==> src/iack_chain_pkg.sv <==
// Constants and types shared by the acknowledge daisy-chain channel.
// Assumes a 100 MHz system clock and a classic Wishbone register bus.
package iack_chain_pkg;

  // Interrupt types, index 0 is the highest priority
  localparam int NUM_TYPES = 6;
  localparam logic [2:0] TYPE_RX_STATUS = 3'h0;
  localparam logic [2:0] TYPE_RX_DATA   = 3'h1;
  localparam logic [2:0] TYPE_TX_STATUS = 3'h2;
  localparam logic [2:0] TYPE_TX_DATA   = 3'h3;
  localparam logic [2:0] TYPE_IO_PIN    = 3'h4;
  localparam logic [2:0] TYPE_MISC      = 3'h5;

  // Register byte offsets
  localparam logic [7:0] OFS_CTRL     = 8'h00;
  localparam logic [7:0] OFS_STATUS   = 8'h04;
  localparam logic [7:0] OFS_PEND_CLR = 8'h08;
  localparam logic [7:0] OFS_IUS_CLR  = 8'h0C;
  localparam logic [7:0] OFS_PEND_SET = 8'h10;

  // Control register field positions
  localparam int CTRL_TEN_LSB   = 0;
  localparam int CTRL_MIE       = 8;
  localparam int CTRL_NV        = 9;
  localparam int CTRL_DLC       = 10;
  localparam int CTRL_DPULSE    = 11;
  localparam int CTRL_MUXED     = 12;
  localparam int CTRL_RDY_MODE  = 13;
  localparam int CTRL_VBASE_LSB = 16;

  // Status register field positions
  localparam int STAT_PEND_LSB  = 0;
  localparam int STAT_IUS_LSB   = 8;
  localparam int STAT_DP_SECOND = 16;
  localparam int STAT_IACK_CY   = 17;

  // Reset values
  localparam logic [7:0] VBASE_RST = 8'h00;

  // Pin index inside the synchroniser vectors
  localparam int PIN_SIACK = 0;
  localparam int PIN_PIACK = 1;
  localparam int PIN_AS    = 2;
  localparam int PIN_DS    = 3;
  localparam int PIN_RD    = 4;
  localparam int PIN_RW    = 5;
  localparam int PIN_CEI   = 6;
  localparam int NUM_PINS  = 7;

  // Response timing
  localparam int CLK_MHZ         = 100;
  localparam int WAIT_HOLD_NS    = 40;
  localparam int READ_RDY_NS     = 30;
  localparam int IACK_RDY_NS     = 60;
  localparam int WAIT_HOLD_CYC   = (WAIT_HOLD_NS * CLK_MHZ + 999) / 1000;
  localparam int READ_RDY_CYC    = (READ_RDY_NS * CLK_MHZ + 999) / 1000;
  localparam int IACK_RDY_CYC    = (IACK_RDY_NS * CLK_MHZ + 999) / 1000;

  // Acknowledge sequence phases
  typedef enum logic [1:0] {
    PH_IDLE,
    PH_FROZEN,
    PH_RESPOND,
    PH_IGNORE
  } ph_e;

endpackage

==> src/iack_chain.sv <==
// Acknowledge daisy-chain logic of one serial channel, with its registers.
// Assumes bus pins arrive asynchronously and a Wishbone master on clk_i.
//
// Overview of operation
// - Separate address and data: falling strobed_iack_n freezes state.
// - Frozen and requesting: chain_enable_out forced low, priority resolved.
// - Strobe, chain in high, request: set under-service, vector, wait.
// - Chain in low or no request at strobe fall: cycle ignored.
// - Single pulse mode: one pulsed_iack_n pulse replaces the strobe.
// - Single pulse: sample chain in at pulse fall, then vector and wait.
// - Single pulse: no response if chain in low or nothing requested.
// - Double pulse: two pulses form one acknowledge, strobes stay high.
// - Double pulse: flag tells pulses apart; first freezes, resolves.
// - Second pulse with chain in and request: under-service, vector, wait.
// - Second pulse: no response if chain in low or nothing requested.
// - Muxed: strobed_iack_n low at address strobe rise, address ignored.
// - Non-multiplexed: each strobe fall captures strobed_iack_n level.
// - Read/write select synchronised but ignored in acknowledge and all other cycles.
// - Wait mode: wait in acknowledge cycles only, not in register cycles.
// - Ready mode: ready asserted in acknowledge cycles only, never in reads.
// - Six types ranked: rx status, rx data, tx status, tx data, pin, misc.
// - Each type owns one enable, one pending and one under-service bit.
// - Request: pending, enable, no own or higher under-service, chain in, master enable.
// - Suppress vector: under-service still set, no vector driven.
// - Chain out high only with chain in high, no under-service, no block.
// - Muxed: strobed_iack_n low at address strobe rise freezes, starts.
`timescale 1ns/1ns
module iack_chain (
  // Clock, reset, enable
  input  wire logic        clk_i,
  input  wire logic        rst_i,
  input  wire logic        ce_i,
  // Wishbone slave
  input  wire logic        cyc_i,
  input  wire logic        stb_i,
  input  wire logic        we_i,
  input  wire logic [7:0]  adr_i,
  input  wire logic [3:0]  sel_i,
  input  wire logic [31:0] dat_i,
  output logic      [31:0] dat_o,
  output logic             ack_o,
  // Interrupt source events, one per type
  input  wire logic [iack_chain_pkg::NUM_TYPES-1:0] pend_set_i,
  // Host bus pins
  input  wire logic        strobed_iack_n_i,
  input  wire logic        pulsed_iack_n_i,
  input  wire logic        address_strobe_n_i,
  input  wire logic        data_strobe_n_i,
  input  wire logic        read_strobe_n_i,
  input  wire logic        read_write_sel_i,
  input  wire logic        chain_enable_in_i,
  // Pin drivers
  output logic             chain_enable_out_o,
  output logic             int_req_n_o,
  output logic      [7:0]  addr_data_low_byte_o,
  output logic             addr_data_low_byte_oe_o,
  output logic             wait_or_ready_n_o,
  output logic             wait_or_ready_n_oe_o
);
  import iack_chain_pkg::*;

  localparam int NT = NUM_TYPES;
  localparam int NP = NUM_PINS;

  typedef struct packed {
    logic [NP-1:0] s1;
    logic [NP-1:0] s2;
    logic [NP-1:0] pv;
    logic [NT-1:0] ten;
    logic [NT-1:0] pend;
    logic [NT-1:0] under_service_bit;
    logic [NT-1:0] frz;
    logic          channel_master_int_enable;
    logic          nv;
    logic          block_lower_chain;
    logic          dps;
    logic          mux;
    logic          rdy_mode;
    logic [7:0]    vbase;
    ph_e           ph;
    logic          dp_second;
    logic          cap_iack;
    logic [7:0]    cnt;
    logic [7:0]    vec;
    logic          ad_oe;
    logic          wr_n;
    logic          wr_oe;
    logic          ceo;
    logic          irq_n;
    logic          ack;
    logic [31:0]   dat;
  } state_s;

  state_s st_q;
  state_s st_d;

  // Combinational helpers
  logic [NP-1:0] fall;
  logic [NP-1:0] rise;
  logic [NT-1:0] req_vec;
  logic [NT-1:0] hi_blk;
  logic [NT-1:0] top_one;
  logic [2:0]    top_idx;
  logic          requesting;
  logic          cei;
  logic          strobe_fall;
  logic          strobe_rise;
  logic          freeze_ev;
  logic          answer_ev;
  logic          end_ev;
  logic          hit;
  logic [31:0]   wmask;

  ////////////////////////////////////////////////////////////////////////
  // Edges and priority resolution
  always_comb begin
    fall = st_q.pv & ~st_q.s2;
    rise = ~st_q.pv & st_q.s2;
    cei  = st_q.s2[PIN_CEI];
    // A type is blocked by under-service of any higher type
    hi_blk[0] = 1'b0;
    for (int i = 1; i < NT; i++) begin
      hi_blk[i] = hi_blk[i-1] | st_q.under_service_bit[i-1];
    end
    for (int i = 0; i < NT; i++) begin
      req_vec[i] = st_q.pend[i] & st_q.ten[i] & ~st_q.under_service_bit[i]
                 & ~hi_blk[i] & cei & st_q.channel_master_int_enable;
    end
    requesting = |req_vec;
    // Highest requesting type among the frozen set
    top_one = '0;
    top_idx = 3'h0;
    for (int i = NT - 1; i >= 0; i--) begin
      if (st_q.frz[i]) begin
        top_one = '0;
        top_one[i] = 1'b1;
        top_idx = 3'(i);
      end
    end
    strobe_fall = fall[PIN_DS] | fall[PIN_RD];
    strobe_rise = (rise[PIN_DS] | rise[PIN_RD])
                & st_q.s2[PIN_DS] & st_q.s2[PIN_RD];
  end

  ////////////////////////////////////////////////////////////////////////
  // Next-state logic
  always_comb begin
    st_d = st_q;
    freeze_ev = 1'b0;
    answer_ev = 1'b0;
    end_ev = 1'b0;
    wmask = '0;
    hit = 1'b0;

    // Two-stage pin synchronisers, edge history
    st_d.s1 = {chain_enable_in_i, read_write_sel_i, read_strobe_n_i,
               data_strobe_n_i, address_strobe_n_i, pulsed_iack_n_i,
               strobed_iack_n_i};
    st_d.s2 = st_q.s1;
    st_d.pv = st_q.s2;

    // Hardware sets pending; software clear below loses to it
    st_d.pend = st_q.pend;

    // Decode acknowledge events
    if (st_q.mux) begin
      if (rise[PIN_AS]) begin
        st_d.cap_iack = ~st_q.s2[PIN_SIACK];
        freeze_ev = ~st_q.s2[PIN_SIACK];
      end
      if (strobe_fall && st_q.cap_iack) begin
        answer_ev = 1'b1;
      end
    end else begin
      if (fall[PIN_SIACK]) begin
        freeze_ev = 1'b1;
      end
      if (strobe_fall) begin
        st_d.cap_iack = ~st_q.s2[PIN_SIACK];
        answer_ev = ~st_q.s2[PIN_SIACK];
      end
    end
    if (strobe_rise && st_q.ph != PH_FROZEN) begin
      end_ev = 1'b1;
    end
    // Pulsed acknowledge replaces the strobe
    if (fall[PIN_PIACK]) begin
      if (!st_q.dps) begin
        freeze_ev = 1'b1;
        answer_ev = 1'b1;
      end else if (!st_q.dp_second) begin
        freeze_ev = 1'b1;
        st_d.dp_second = 1'b1;
      end else begin
        answer_ev = 1'b1;
        st_d.dp_second = 1'b0;
      end
    end
    if (rise[PIN_PIACK] && st_q.ph != PH_FROZEN) begin
      end_ev = 1'b1;
    end

    // Acknowledge sequence
    case (st_q.ph)
      PH_IDLE: begin
        if (freeze_ev) begin
          st_d.frz = req_vec;
          st_d.ph = PH_FROZEN;
          if (answer_ev) begin
            st_d.ph = PH_IGNORE;
            if (cei && requesting) begin
              st_d.ph = PH_RESPOND;
            end
          end
        end
      end
      PH_FROZEN: begin
        if (answer_ev) begin
          // Chain in sampled at the answering edge
          if (cei && |st_q.frz) begin
            st_d.ph = PH_RESPOND;
          end else begin
            st_d.ph = PH_IGNORE;
          end
        end
      end
      PH_RESPOND: begin
        if (end_ev) begin
          st_d.ph = PH_IDLE;
        end
      end
      PH_IGNORE: begin
        if (end_ev) begin
          st_d.ph = PH_IDLE;
        end
      end
      default: st_d.ph = PH_IDLE;
    endcase

    // Entering the answer phase
    st_d.cnt = (st_q.cnt == 8'h00) ? 8'h00 : st_q.cnt - 8'h01;
    if (st_d.ph == PH_RESPOND && st_q.ph != PH_RESPOND) begin
      if (st_q.ph == PH_IDLE) begin
        st_d.frz = req_vec;
      end
      st_d.under_service_bit = st_q.under_service_bit | ((st_q.ph == PH_IDLE) ? top_vec(req_vec)
                                                  : top_one);
      st_d.vec = {st_q.vbase[7:3],
                  (st_q.ph == PH_IDLE) ? top_pos(req_vec) : top_idx};
      st_d.ad_oe = ~st_q.nv;
      st_d.cnt = st_q.rdy_mode ? 8'(IACK_RDY_CYC) : 8'(WAIT_HOLD_CYC);
    end
    if (st_d.ph != PH_RESPOND) begin
      st_d.ad_oe = 1'b0;
    end
    // Wait or ready pin; register cycles never raise wait
    if (st_q.ph == PH_RESPOND) begin
      st_d.wr_oe = 1'b1;
      if (st_q.rdy_mode) begin
        st_d.wr_n = (st_q.cnt > 8'h01);
      end else begin
        st_d.wr_n = (st_q.cnt <= 8'h01);
      end
    end else begin
      st_d.wr_oe = 1'b0;
      st_d.wr_n = 1'b1;
    end
    if (st_d.ph == PH_IDLE) begin
      st_d.frz = '0;
    end
    if (!st_q.dps) begin
      st_d.dp_second = 1'b0;
    end

    // Chain out from the next phase, so a single pulse blocks at once
    st_d.ceo = cei & ~(|st_d.under_service_bit) & ~st_q.block_lower_chain
             & ~((st_d.ph != PH_IDLE) & (|st_d.frz));
    st_d.irq_n = ~requesting;

    // Wishbone slave, ack one cycle on; writes land at the ack edge
    st_d.ack = cyc_i & stb_i & ~st_q.ack;
    for (int b = 0; b < 4; b++) begin
      wmask[8*b +: 8] = {8{sel_i[b]}};
    end
    if (cyc_i && stb_i) begin
      hit = we_i & st_q.ack;
      st_d.dat = '0;
      case (adr_i)
        OFS_CTRL: begin
          st_d.dat = ctrl_word(st_q);
          if (hit) begin
            st_d.ten = (dat_i[CTRL_TEN_LSB +: NT] & wmask[NT-1:0])
                     | (st_q.ten & ~wmask[NT-1:0]);
            if (sel_i[1]) begin
              st_d.channel_master_int_enable = dat_i[CTRL_MIE];
              st_d.nv = dat_i[CTRL_NV];
              st_d.block_lower_chain = dat_i[CTRL_DLC];
              st_d.dps = dat_i[CTRL_DPULSE];
              st_d.mux = dat_i[CTRL_MUXED];
              st_d.rdy_mode = dat_i[CTRL_RDY_MODE];
            end
            if (sel_i[2]) begin
              st_d.vbase = dat_i[CTRL_VBASE_LSB +: 8];
            end
          end
        end
        OFS_STATUS: begin
          st_d.dat[STAT_PEND_LSB +: NT] = st_q.pend;
          st_d.dat[STAT_IUS_LSB +: NT] = st_q.under_service_bit;
          st_d.dat[STAT_DP_SECOND] = st_q.dp_second;
          st_d.dat[STAT_IACK_CY] = (st_q.ph != PH_IDLE);
        end
        OFS_PEND_CLR: begin
          if (hit && sel_i[0]) begin
            st_d.pend = st_q.pend & ~dat_i[NT-1:0];
          end
        end
        OFS_IUS_CLR: begin
          if (hit && sel_i[0]) begin
            st_d.under_service_bit = (st_q.under_service_bit & ~dat_i[NT-1:0]) | (st_d.under_service_bit & ~st_q.under_service_bit);
          end
        end
        OFS_PEND_SET: begin
          if (hit && sel_i[0]) begin
            st_d.pend = st_q.pend | dat_i[NT-1:0];
          end
        end
        default: st_d.dat = '0;
      endcase
    end
    // Set wins over a clear in the same cycle
    st_d.pend = st_d.pend | pend_set_i;
  end

  // Control register image
  function automatic logic [31:0] ctrl_word(input state_s s);
    logic [31:0] w;
    w = '0;
    w[CTRL_TEN_LSB +: NT] = s.ten;
    w[CTRL_MIE] = s.channel_master_int_enable;
    w[CTRL_NV] = s.nv;
    w[CTRL_DLC] = s.block_lower_chain;
    w[CTRL_DPULSE] = s.dps;
    w[CTRL_MUXED] = s.mux;
    w[CTRL_RDY_MODE] = s.rdy_mode;
    w[CTRL_VBASE_LSB +: 8] = s.vbase;
    return w;
  endfunction

  // One-hot of the lowest set bit position (index 0 first)
  function automatic logic [NT-1:0] top_vec(input logic [NT-1:0] v);
    logic [NT-1:0] r;
    r = '0;
    for (int i = NT - 1; i >= 0; i--) begin
      if (v[i]) begin
        r = '0;
        r[i] = 1'b1;
      end
    end
    return r;
  endfunction

  // Index of the highest-priority set bit
  function automatic logic [2:0] top_pos(input logic [NT-1:0] v);
    logic [2:0] r;
    r = 3'h0;
    for (int i = NT - 1; i >= 0; i--) begin
      if (v[i]) begin
        r = 3'(i);
      end
    end
    return r;
  endfunction

  ////////////////////////////////////////////////////////////////////////
  // State register
  always_ff @(posedge clk_i) begin
    if (rst_i) begin
      st_q <= '0;
      st_q.s1 <= '1;
      st_q.s2 <= '1;
      st_q.pv <= '1;
      st_q.vbase <= VBASE_RST;
      st_q.ph <= PH_IDLE;
      st_q.dp_second <= 1'b0;
      st_q.wr_n <= 1'b1;
      st_q.irq_n <= 1'b1;
    end else if (ce_i) begin
      st_q <= st_d;
    end
  end

  // Outputs straight from the state flops
  assign dat_o = st_q.dat;
  assign ack_o = st_q.ack;
  assign chain_enable_out_o = st_q.ceo;
  assign int_req_n_o = st_q.irq_n;
  assign addr_data_low_byte_o = st_q.vec;
  assign addr_data_low_byte_oe_o = st_q.ad_oe;
  assign wait_or_ready_n_o = st_q.wr_n;
  assign wait_or_ready_n_oe_o = st_q.wr_oe;

endmodule

==> config.mk <==
export PLATFORM = sky130hd
export DESIGN_NAME = iack_chain
export DESIGN_NICKNAME = d
export VERILOG_FILES = /design/src/iack_chain_pkg.sv /design/src/iack_chain.sv
export SDC_FILE = /design/constraint.sdc
export NUM_CORES = 1
export LEC_CHECK = 0
export CORE_ASPECT_RATIO = 2
export CORE_MARGIN = 4
export CORE_UTILIZATION = 43
export DETAILED_ROUTE_END_ITERATION = 6
export DONT_BUFFER_PORTS = 1
export SYNTH_ARGS = -nofsm -noshare
export SYNTH_HDL_FRONTEND = slang
export SYNTH_SLANG_ARGS = --single-unit
==> constraint.sdc <==
create_clock -name clk_i -period 2.75 [get_ports clk_i]
set_input_delay 0.55 -clock clk_i [delete_from_list [all_inputs] [get_ports clk_i]]
set_output_delay 0.55 -clock clk_i [all_outputs]
set_load 0.005 [all_outputs]
* After elaboration in Yosys (flattened, before gate mapping)
Cells that the tools add are included.
Storage, ports and cells: flip-flop bits (word level) 111, input bits 63, output and inout port bits 46, logic and storage cells 224
Operators by class: add/subtract/negate cells 1, order comparisons 2, equality and inequality tests 13, mux-type cells 75, bitwise gates (word level) 78, reduce and logical (&&, ||, !) cells 29
Operator list (count):
- two-way mux 6 bit | 23
- two-way mux 3 bit | 13
- bitwise AND 1 bit | 38
- one-hot mux 6 bit (2 select lines) | 3
- bitwise AND 6 bit | 5
- bitwise OR 6 bit | 5
- two-way mux 1 bit | 24
- two-way mux 12 bit | 2
- OR reduction 6 bit | 4
- NOT 6 bit | 3
- two-way mux 17 bit | 1
- NOT 1 bit | 17
- == test 8 x 4 -> 1 bit (second input constant) | 2
- logical NOT 8 bit | 2
- two-way mux 2 bit | 6
- bitwise AND 5 bit | 2
- NOT 5 bit | 2
- AND reduction 5 bit | 2
- == test 8 x 3 -> 1 bit (second input constant) | 1
- == test 8 x 5 -> 1 bit (second input constant) | 1
- greater-than comparator 8 x 1 -> 1 bit (second input constant) | 1
- <= comparator 8 x 1 -> 1 bit (second input constant) | 1
- logical AND 1 bit | 8
- two-way mux 8 bit | 1
- other kinds (14) | 31

* Logic depth before layout (Yosys ltp)
Gate-level depths: netlist (run 1).
depth after elaboration 26, depth in mapped cells 9, mapped depth without buffers 7

* Worst setup path before layout (run 1)
No wires, ideal clock.
path kind flip-flop to flip-flop, start reg st_q[74] (netlist name), end reg st_q, in the netlist addr_data_low_byte_oe_o, library setup time 0.125 ns, arrival 1.976 ns, data required time 2.625 ns, setup slack 0.648 ns, stages on the path, launching flop included 10, path buffers 2, clock period less this slack 2.102 ns, path through dfxtp_1 -> or4_4 -> nor4_2 -> o21ai_1 -> a32oi_2 -> nor4_2 -> buf_6 -> buf_8 -> a22oi_4 -> nor2_2
Between the ends: longest elaborated chain between the ends 9, elaborated cells between the ends (all ways) 11, those cells by class 2 x eq/ne; 4 x mux; 5 x reduce/logical
RTL lines:
- from (decl) | RTL line iack_chain.sv:94 | state_s st_q;
- from (signal assigned) | RTL line iack_chain.sv:389 | st_q <= st_d;
- OR reduction 6 bit (*) | RTL line iack_chain.sv:220 | if (cei && |st_q.frz) begin
- logical AND 1 bit (*) | RTL line iack_chain.sv:220
- two-way mux 1 bit (*) | RTL line iack_chain.sv:220
- two-way mux 2 bit (*) | RTL line iack_chain.sv:218 | if (answer_ev) begin
- one-hot mux 2 bit (3 select lines) (*) | RTL line iack_chain.sv:204 | case (st_q.ph)
- == test 2 bit | RTL line iack_chain.sv:242 | if (st_d.ph == PH_RESPOND && st_q.ph != PH_RESPOND) begin
- logical AND 1 bit | RTL line iack_chain.sv:242
- nonzero test 2 bit (no line)
- AND reduction 2 bit (no line)
Mark *: on every way between the ends. The rest lies on a longest branch, timed or not. A chain may end at the register's enable or synchronous reset.

* Worst setup path in the final report (run 1)
start reg st_q[67] (netlist name), end reg st_q, in the netlist addr_data_low_byte_o[2]
Between the ends: longest elaborated chain between the ends 10, elaborated cells between the ends (all ways) 15, those cells by class 1 x eq/ne; 12 x mux; 2 x reduce/logical
RTL lines:
- two-way mux 1 bit | RTL line iack_chain.sv:166 | if (st_q.mux) begin
- two-way mux 1 bit | RTL line iack_chain.sv:191 | end else if (!st_q.dp_second) begin
- two-way mux 1 bit | RTL line iack_chain.sv:188 | if (!st_q.dps) begin
- two-way mux 1 bit | RTL line iack_chain.sv:187 | if (fall[PIN_PIACK]) begin
- two-way mux 2 bit | RTL line iack_chain.sv:209 | if (answer_ev) begin
- two-way mux 2 bit | RTL line iack_chain.sv:206 | if (freeze_ev) begin
- one-hot mux 2 bit (3 select lines) (*) | RTL line iack_chain.sv:204
- == test 2 bit (*) | RTL line iack_chain.sv:242
- logical AND 1 bit (*) | RTL line iack_chain.sv:242
- AND reduction 2 bit (no line) (*)
Marked as above.

==> impl_metrics.csv, run 1 <==
group,metric,value,unit
sta,worst_pin_slew,0.657,ns
pwr,p_leak,1.94,nW
global_routing,antenna_found_initial,0,
global_routing,grt_use_total,19.6,%
critical_path,required,3.01,ns
pwr,ir_drop,0.464,mV
critical_path,slowest_delay,0.40,ns
critical_path,crit_path_top_delay_cell,"dfxtp_1",
global_routing,grt_pass1_vias,3908,
yosys,synth-seq-cells,101,
yosys,synthAdderAreaFrac,0.773,%
critical_path,crit_chain,"and4bb_4, a211oi_4, or2b_1, a32oi_2, nor4_4, buf_4, buf_4, buf_4, nor2_1, a311oi_2",
floorplanning,ios,109,
yosys,yosysTopAreaCell,"dfxtp_1",
sta,grt_setup_unrepaired,"false",
floorplanning,die_h,158,um
yosys,netlist_top_cells_count,"dfxtp_1, nand2_1, nor2_1",
place,dp_hpwl,9480,um
yosys,synth.most_common_cell,"dfxtp_1",
critical_path,cpMostUsedCell,"buf_4",
sta,period_share,90.2,%
place,port_buffers,0,
clock_network,clk_pin_slew_worst_paths,0.07,ns
sta,finalSetupViolations,0,
detailed_routing,vias,3985,
final_layout,nets,603,
yosys,synth_top_family_by_area,"simple AND/OR/NAND/NOR gates",
critical_path,reg2reg_slack,0.27,ns
detailed_routing,dr.pass1.iters,7,
sta,fin_skew,0.00941,ns
clock_network,numCtsBuffers,9,
yosys,synth_xor_area_share,0.541,%
yosys,yosysSeqAreaShare,41.6,%
sta,final_max_slew_viol_count,0,
yosys,synth_top_area_share,41.6,%
yosys,synth-simple-area-share,21.7,%
critical_path,cp_data_arrival_time,2.73,ns
detailed_routing,ant_nets,0,
yosys,syn_avg_cell_area,8.60,um^2
pwr,power_per_cell_area,703,nW/um^2
clock_network,clk_latency,0.35,ns
clock_network,cts.hold.buffers_added,0,
global_routing,grt_max_degree,76,
yosys,synthCells,565,
place,post-place-cells,664,
yosys,synth_edf_count,0,
sta,fin_crit,2.48,ns
place,place.gp.congestion,0.872,
floorplanning,die_w,83.2,um
yosys,synth_compound_gate_area_share,21.4,%
critical_path,critPathMaxFanout,8,
final_layout,drive_above_1_share,9.78,%
floorplanning,rows,54,
clock_network,ctsLongestPathBuffers,2,
sta,finalHoldViolCount,0,
floorplanning,die_area,13200,um^2
clock_network,cts.sinks,101,
clock_network,cts_setup_buffers,0,
final_layout,area_growth,5.64,%
sta,fmax,403,MHz
yosys,netlist_area,4860,um^2
critical_path,critPathCaptureType,"flop",
floorplanning,start_util,44.1,%
detailed_routing,wl_per_cell,18.6,um
final_layout,fin_cells,682,
detailed_routing,drt_iter0_markers,314,
sta,setup_tns,0,ns
final_layout,num_antenna_cells,0,
yosys,synth_cell_types,68,
yosys,ys_warn_count,0,
floorplanning,coreArea,11000,um^2
sta,whs,0.286,ns
global_routing,overflow,0,
status,status,"complete, no violations",
yosys,ys_async_sr_fraction,0,%
clock_network,htree_num_levels,3,
clock_network,cts_tree,"done",
hold_path,holdCritPathClass,"input port to flop",
clock_network,post_cts_resized,0,
job,cap_viol_max_count,0,
yosys,synth_top_flop_cell,"dfxtp_1",
detailed_routing,drc_errors,0,
global_routing,grt_first_pass_wirelength,20400,um
detailed_routing,wl,12700,um
detailed_routing,avgViaCountPerCell,5.84,
sta,slew_headroom,55.9,%
clock_network,cts_root_buffer,"clkbuf_16",
critical_path,crit_type,"flop to flop",
yosys,synth_mux_area_share,4.12,%
critical_path,cp-start-kind,"flop",
yosys,synth.area.top_cells,"dfxtp_1, buf_4, nand2_1",
## through the flow
stage | utilization (%) | total power, mW | setup slack (ns) | cell area, um^2
floorplan | - | 2.16 | 0.648 | 4900
CTS | 46.5 | 3.64 | 0.213 | 5120
global placement | 43.4 | 2.22 | 0.245 | 4780
global route | 46.6 | 3.80 | 0.0918 | 5130
detailed placement | 43.4 | 2.25 | 0.266 | 4780
finish | 46.6 | 3.61 | 0.271 | 5130
## sequential cells by signal, indices dropped and copies added, names as in the netlist, named ones only
name / count
st_d: 11
wait_or_ready_n_o: 1
ack_o: 1
wait_or_ready_n_oe_o: 1
addr_data_low_byte_oe_o: 1
int_req_n_o: 1
cei: 1
hi_blk: 1
chain_enable_out_o: 1
dat_o: 20
st_q: 48
addr_data_low_byte_o: 8
## where the power goes
group | switching, mW | internal (mW) | total, mW | leakage (nW)
Clock | 0.585 | 0.812 | 1.40 | 0.163
Sequential | 0.0877 | 1.55 | 1.63 | 0.820
Combinational | 0.308 | 0.271 | 0.578 | 0.956
## critical path, delay by kind of cell (launching register included)
kind / cells / cell delay, ns
and+or+nand+nor: 4 / 0.87
DFF: 1 / 0.40
buffers and inverters: 3 / 0.43
AOI/OAI and AO/OA: 3 / 0.70
## layer usage
metal / part of all wire, % / routed length, um / vias to the layer above / GRT usage, %
met3: 6.1 / 776 / 27 / 5.85
met5: 0 / 0 / - / 0
met4: 3.4 / 431 / 0 / 9.43
li1: - / - / 1945 / -
met2: 55 / 6970 / 134 / 37.1
met1: 36 / 4520 / 1879 / 19.4
## area by class of cell
class                   count  area [um^2]
flip-flops and latches    101         2020
well taps                 140          175
clock buffers               9          225
inverters                  13         48.8
multi-input cells         394         2420
clock inverters             7          108
repair buffers             18          135
fillers                  1077         5880
## final timing paths
| path | from | end | cells after the start |
|---|---|---|---|
| max | st_q[67]$_SDFFE_PP0P_ | addr_data_low_byte_o[2]$_SDFFE_PP0P_ | 10 |
| min | rst_i | addr_data_low_byte_o[2]$_SDFFE_PP0P_ | 1 |
| max reg2reg | st_q[67]$_SDFFE_PP0P_ | addr_data_low_byte_o[2]$_SDFFE_PP0P_ | 10 |
| min reg2reg | st_q[58]$_SDFFE_PP0P_ | st_q[58]$_SDFFE_PP0P_ | 2 |
## layout by cell type, fill, tap and decap left out, types with 4 or more instances in the layout
cell type  instances
dfxtp_1          101
nand2_1           68
nor2_1            59
a21oi_1           42
nand3_1           27
mux2i_1           20
buf_4             18
o21ai_0           16
a222oi_1          14
inv_1             13
nor3_1            13
conb_1            12
clkbuf_16          9
or3_1              8
a21o_1             7
a32oi_1            7
a22oi_1            6
a22o_1             6
and2_1             4
nor3b_1            4
nor2b_1            4
a31oi_1            4
nor4_1             4
## cell families after synthesis
group | count (synthesis)
xor gates and xnor gates | 3
AOI/OAI and AO/OA | 138
DFF | 101
adders and majority gates | 3
buffers and inverters | 81
and+or+nand+nor | 218
muxes | 20
other | 1
Power figures use the tool's default switching activity.
==> run 2: changes to the inputs <==
--- a/config.mk
+++ b/config.mk
@@ -7,9 +7,11 @@
 export LEC_CHECK = 0
 export CORE_ASPECT_RATIO = 2
 export CORE_MARGIN = 4
-export CORE_UTILIZATION = 43
+export CORE_UTILIZATION = 63
+export CTS_CLUSTER_SIZE = 25
 export DETAILED_ROUTE_END_ITERATION = 6
 export DONT_BUFFER_PORTS = 1
+export PLACE_DENSITY = 0.79
 export SYNTH_ARGS = -nofsm -noshare
 export SYNTH_HDL_FRONTEND = slang
 export SYNTH_SLANG_ARGS = --single-unit
==> constraint.sdc (replaced) <==
create_clock -name clk_i -period 2.75 [get_ports clk_i]
set_input_delay 0.275 -clock clk_i [delete_from_list [all_inputs] [get_ports clk_i]]
set_output_delay 0.275 -clock clk_i [all_outputs]
set_load 0.005 [all_outputs]
==> impl_metrics.csv, run 2 (same netlist as run 1, synthesis figures left out) <==
group,metric,value,unit
status,status,"complete, no violations",
clock_network,post_cts_resized,0,
clock_network,htree_num_levels,3,
critical_path,slowest_delay,0.46,ns
final_layout,largest_reg_flops,48,
detailed_routing,ant_nets,0,
detailed_routing,wl_per_cell,19.4,um
sta,worst_pin_slew,0.839,ns
detailed_routing,wl,12200,um
place,port_buffers,0,
detailed_routing,avgViaCountPerCell,6.49,
pwr,ir_drop,0.430,mV
floorplanning,rows,45,
final_layout,num_antenna_cells,0,
floorplanning,coreArea,7540,um^2
critical_path,crit_type,"flop to flop",
sta,final_max_slew_viol_count,0,
detailed_routing,drt_iter0_markers,338,
floorplanning,die_h,132,um
hold_path,holdCritPathClass,"input port to flop",
critical_path,crit_chain,"and2_1, nand2_1, a41oi_4, nor3_2, nor4_4, buf_4, a21oi_1, a311oi_1",
floorplanning,ios,109,
final_layout,final_common_cell,"dfxtp_1",
sta,whs,0.0239,ns
clock_network,clk_pin_slew_worst_paths,0.07,ns
floorplanning,start_util,64.4,%
clock_network,cts.sinks,101,
global_routing,grt_pass1_vias,3950,
final_layout,finish.utilization,66.5,%
pwr,power,3.50,mW
place,place.gp.congestion,0.890,
sta,period_share,86.8,%
pwr,comb_power_share,17.6,%
critical_path,cp-start-kind,"flop",
pwr,power_per_cell_area,697,nW/um^2
critical_path,critPathMaxFanout,12,
sta,finalSetupViolations,0,
final_layout,nets,596,
global_routing,grt_first_pass_wirelength,19500,um
place,placed_cell_area,4670,um^2
sta,finalHoldViolCount,0,
sta,slew_headroom,43.7,%
place,dp_hpwl,8890,um
floorplanning,die_area,9260,um^2
critical_path,crit_path_top_delay_cell,"dfxtp_1",
job,cap_viol_max_count,0,
final_layout,drive_above_1_share,8.41,%
detailed_routing,vias,4081,
clock_network,clk_latency,0.35,ns
floorplanning,die_w,70.1,um
final_layout,top_register,"st_q",
global_routing,grt_max_degree,64,
critical_path,cp_num_buf_inv,1,
pwr,p_leak,1.89,nW
detailed_routing,drc_errors,0,
clock_network,cts_root_buffer,"clkbuf_16",
clock_network,numCtsBuffers,9,
global_routing,antenna_found_initial,0,
critical_path,cp_data_arrival_time,2.64,ns
sta,fin_skew,0.00986,ns
sta,grt_setup_unrepaired,"false",
sta,fin_crit,2.39,ns
final_layout,area_growth,3.22,%
global_routing,grt_use_total,26.6,%
pwr,p_switching,1.03,mW
global_routing,overflow,0,
critical_path,cp_top_family,"simple AND/OR/NAND/NOR gates",
detailed_routing,dr.pass1.iters,5,
pwr,p_sw_share,29.6,%
clock_network,ctsLongestPathBuffers,2,
final_layout,layout_common_cells,"dfxtp_1, nand2_1, nor2_1",
critical_path,critPathCaptureType,"flop",
clock_network,cts_tree,"done",
sta,fmax,419,MHz
sta,setup_tns,0,ns
pwr,seqPwrFrac,46.8,%
pwr,clockPowerShare,35.6,%
critical_path,required,3.01,ns
pwr,p_int,2.46,mW
final_layout,fin_area,5010,um^2
run 2: power by group through the flow:
| stage | Sequential [mW] | Combinational [mW] | Clock [mW] |
|---|---|---|---|
| floorplan | 1.64 | 0.522 | 0 |
| global placement | 1.66 | 0.550 | 0 |
| detailed placement | 1.67 | 0.586 | 0 |
| CTS | 1.63 | 0.612 | 1.27 |
| global route | 1.65 | 0.699 | 1.34 |
| finish | 1.64 | 0.616 | 1.24 |
run 2: cell type report:
class	count	area, um^2
inverter	13	48.8
clock buffer	9	225
sequential	101	2020
timing repair buffer	11	105
tap	94	118
clock inverter	7	77.6
multi-input combinational	394	2420
fill	651	2530
run 2: timing repair:
action                                 4_1_cts  5_1_grt
hold buffers                                 2        0
setup buffers                                0        0
endpoints found under the hold margin       63        0
run 2: through the flow:
step                cells  setup WS [ns]
global placement      611          0.431
floorplan             576          0.648
finish                629          0.362
global route          629          0.172
CTS                   629          0.364
detailed placement    611          0.402
run 2: worst reg2reg max path, delay by kind of cell, from the launching register on:
kind	cells	cell delay, ns
simple gates	4	0.90
compound gates	3	0.65
flops	1	0.46
buf+inv	1	0.29
run 2: layer usage:
layer	global-route usage (%)	vias up	wire, um
met4	13.6	0	580
met1	27.0	1941	4200
met3	6.34	43	712
met2	49.1	161	6700
met5	0	-	0
li1	-	1936	-
run 2: path summary, 6_finish.rpt:
kind / depth (start not counted) / startpoint / to / slack, ns
worst min register to register: 2 / st_q[59]$_SDFFE_PP0P_ / st_q[59]$_SDFFE_PP0P_ / 0.47
worst max-delay path: 8 / cei$_SDFFE_PP1P_ / st_q[82]$_SDFFE_PP0P_ / 0.36
worst max register to register: 8 / cei$_SDFFE_PP1P_ / st_q[82]$_SDFFE_PP0P_ / 0.36
worst min-delay path: 1 / rst_i / chain_enable_out_o$_SDFFE_PP0P_ / 0.02
==> run 3: changes to the inputs <==
==> constraint.sdc (replaced) <==
create_clock -name clk_i -period 2.75 [get_ports clk_i]
set_input_delay 0.275 -clock clk_i [delete_from_list [all_inputs] [get_ports clk_i]]
set_output_delay 0.275 -clock clk_i [all_outputs]
set_load 0.05 [all_outputs]
==> impl_metrics.csv, run 3 (same netlist as run 1, synthesis figures left out) <==
group,metric,value,unit
critical_path,critPathMaxFanout,8,
clock_network,ctsLongestPathBuffers,2,
critical_path,crit_type,"flop to flop",
critical_path,cp-start-kind,"flop",
critical_path,cp_top_family,"compound AO/OA/AOI/OAI gates",
critical_path,cp_data_arrival_time,2.64,ns
global_routing,antenna_found_initial,0,
clock_network,clk_pin_slew_worst_paths,0.07,ns
pwr,power_per_cell_area,692,nW/um^2
floorplanning,die_h,132,um
floorplanning,die_area,9260,um^2
detailed_routing,ant_nets,0,
sta,period_share,87.3,%
floorplanning,rows,45,
sta,grt_setup_unrepaired,"false",
pwr,p_leak,1.92,nW
floorplanning,coreArea,7540,um^2
sta,worst_pin_slew,0.847,ns
final_layout,layout_common_cells,"dfxtp_1, nand2_1, nor2_1",
clock_network,cts_setup_buffers,0,
pwr,ir_drop,0.497,mV
sta,fin_skew,0.00930,ns
final_layout,nets,606,
job,cap_viol_max_count,0,
sta,fmax,417,MHz
detailed_routing,avgViaCountPerCell,6.50,
sta,setup_tns,0,ns
global_routing,grt_use_total,27.8,%
detailed_routing,dr.pass1.iters,5,
global_routing,grt_first_pass_wirelength,20400,um
global_routing,overflow,0,
sta,worst_slack,0.350,ns
place,port_buffers,0,
clock_network,numCtsBuffers,9,
detailed_routing,wl_per_cell,20.6,um
final_layout,num_antenna_cells,0,
clock_network,cts_root_buffer,"clkbuf_16",
sta,finalHoldViolCount,0,
sta,fin_crit,2.40,ns
sta,final_max_slew_viol_count,0,
final_layout,drive_above_1_share,8.62,%
clock_network,clk_latency,0.35,ns
clock_network,cts_tree,"done",
hold_path,holdCritPathClass,"input port to flop",
final_layout,largest_reg_flops,48,
sta,slew_headroom,43.0,%
place,dp_hpwl,9050,um
final_layout,top_register,"st_q",
floorplanning,die_w,70.1,um
critical_path,r2r_cells,7,
hold_path,hold_depth,1,
critical_path,crit_path_top_delay_cell,"or3_1",
global_routing,grt_pass1_vias,4111,
place,pre_cts_ws,0.402,ns
global_routing,grt_max_degree,40,
critical_path,cp_num_buf_inv,0,
detailed_routing,drc_errors,0,
place,place.gp.congestion,0.899,
status,status,"complete, no violations",
clock_network,cts.sinks,101,
detailed_routing,vias,4155,
sta,finalSetupViolations,0,
critical_path,crit_chain,"and4bb_4, a211oi_4, or2b_1, a32oi_2, or3_1, a31o_2, a22o_1",
critical_path,required,2.99,ns
clock_network,htree_num_levels,3,
final_layout,final_common_cell,"dfxtp_1",
critical_path,slowest_delay,0.42,ns
floorplanning,start_util,64.4,%
critical_path,critPathCaptureType,"flop",
final_layout,area_growth,4.40,%
critical_path,path_depth,7,
detailed_routing,drt_iter0_markers,368,
floorplanning,ios,109,
detailed_routing,wl,13200,um
==> run 3: routing by layer <==
| layer | vias up | wire length [um] | global-route usage (%) | share of wire [%] |
|---|---|---|---|---|
| met2 | 181 | 7220 | 52.0 | 55 |
| met5 | - | 0 | 0 | 0 |
| met3 | 49 | 862 | 6.41 | 6.5 |
| met4 | 0 | 704 | 16.2 | 5.3 |
| li1 | 1948 | - | - | - |
| met1 | 1977 | 4390 | 26.7 | 33 |
==> run 3: stage by stage <==
stage | cells | utilization, % | power, mW | hold WS [ns] | instance area [um^2]
CTS | 636 | 66.8 | 3.51 | 0.0000769 | 5040
global placement | 614 | 62.2 | 2.26 | 0.352 | 4700
floorplan | 576 | - | 2.22 | 0.391 | 4900
detailed placement | 614 | 62.2 | 2.30 | 0.360 | 4700
finish | 639 | 67.2 | 3.51 | 0.0160 | 5070
global route | 639 | 67.2 | 3.69 | 0.000346 | 5070
==> run 3: path summary, 6_finish.rpt <==
| check | startpoint | to | slack, ns |
|---|---|---|---|
| max | st_q[67]$_SDFFE_PP0P_ | st_q[77]$_SDFFE_PP0P_ | 0.35 |
| min | rst_i | dat_o[10]$_SDFFE_PP0P_ | 0.02 |
| max reg2reg | st_q[67]$_SDFFE_PP0P_ | st_q[77]$_SDFFE_PP0P_ | 0.35 |
| min reg2reg | st_q[59]$_SDFFE_PP0P_ | st_q[59]$_SDFFE_PP0P_ | 0.46 |
==> run 3: layout make-up <==
class / count / area, um^2
clock buffer: 9 / 225
clock inverter: 7 / 60.1
fill: 643 / 2470
inverter: 13 / 48.8
multi-input combinational: 394 / 2420
sequential: 101 / 2020
tap: 94 / 118
timing repair buffer: 21 / 180
==> run 3: worst register-to-register path: stages (launching register included) <==
cell and delay, ns:
dfxtp_1 0.39, and4bb_4 0.25, a211oi_4 0.31, or2b_1 0.26, a32oi_2 0.15, or3_1 0.42, a31o_2 0.32, a22o_1 0.19
==> run 3: timing repair <==
action / in CTS / in global routing
endpoints found under the hold margin: 9 / 2
gates resized for setup: 0 / 0
hold buffers: 6 / 3
==> run 3: report_power, final <==
part           switching [mW]  total (mW)  internal [mW]
Clock                   0.578        1.20          0.626
Sequential              0.106        1.65           1.55
Combinational           0.373       0.651          0.278
Total                    1.06        3.51           2.45
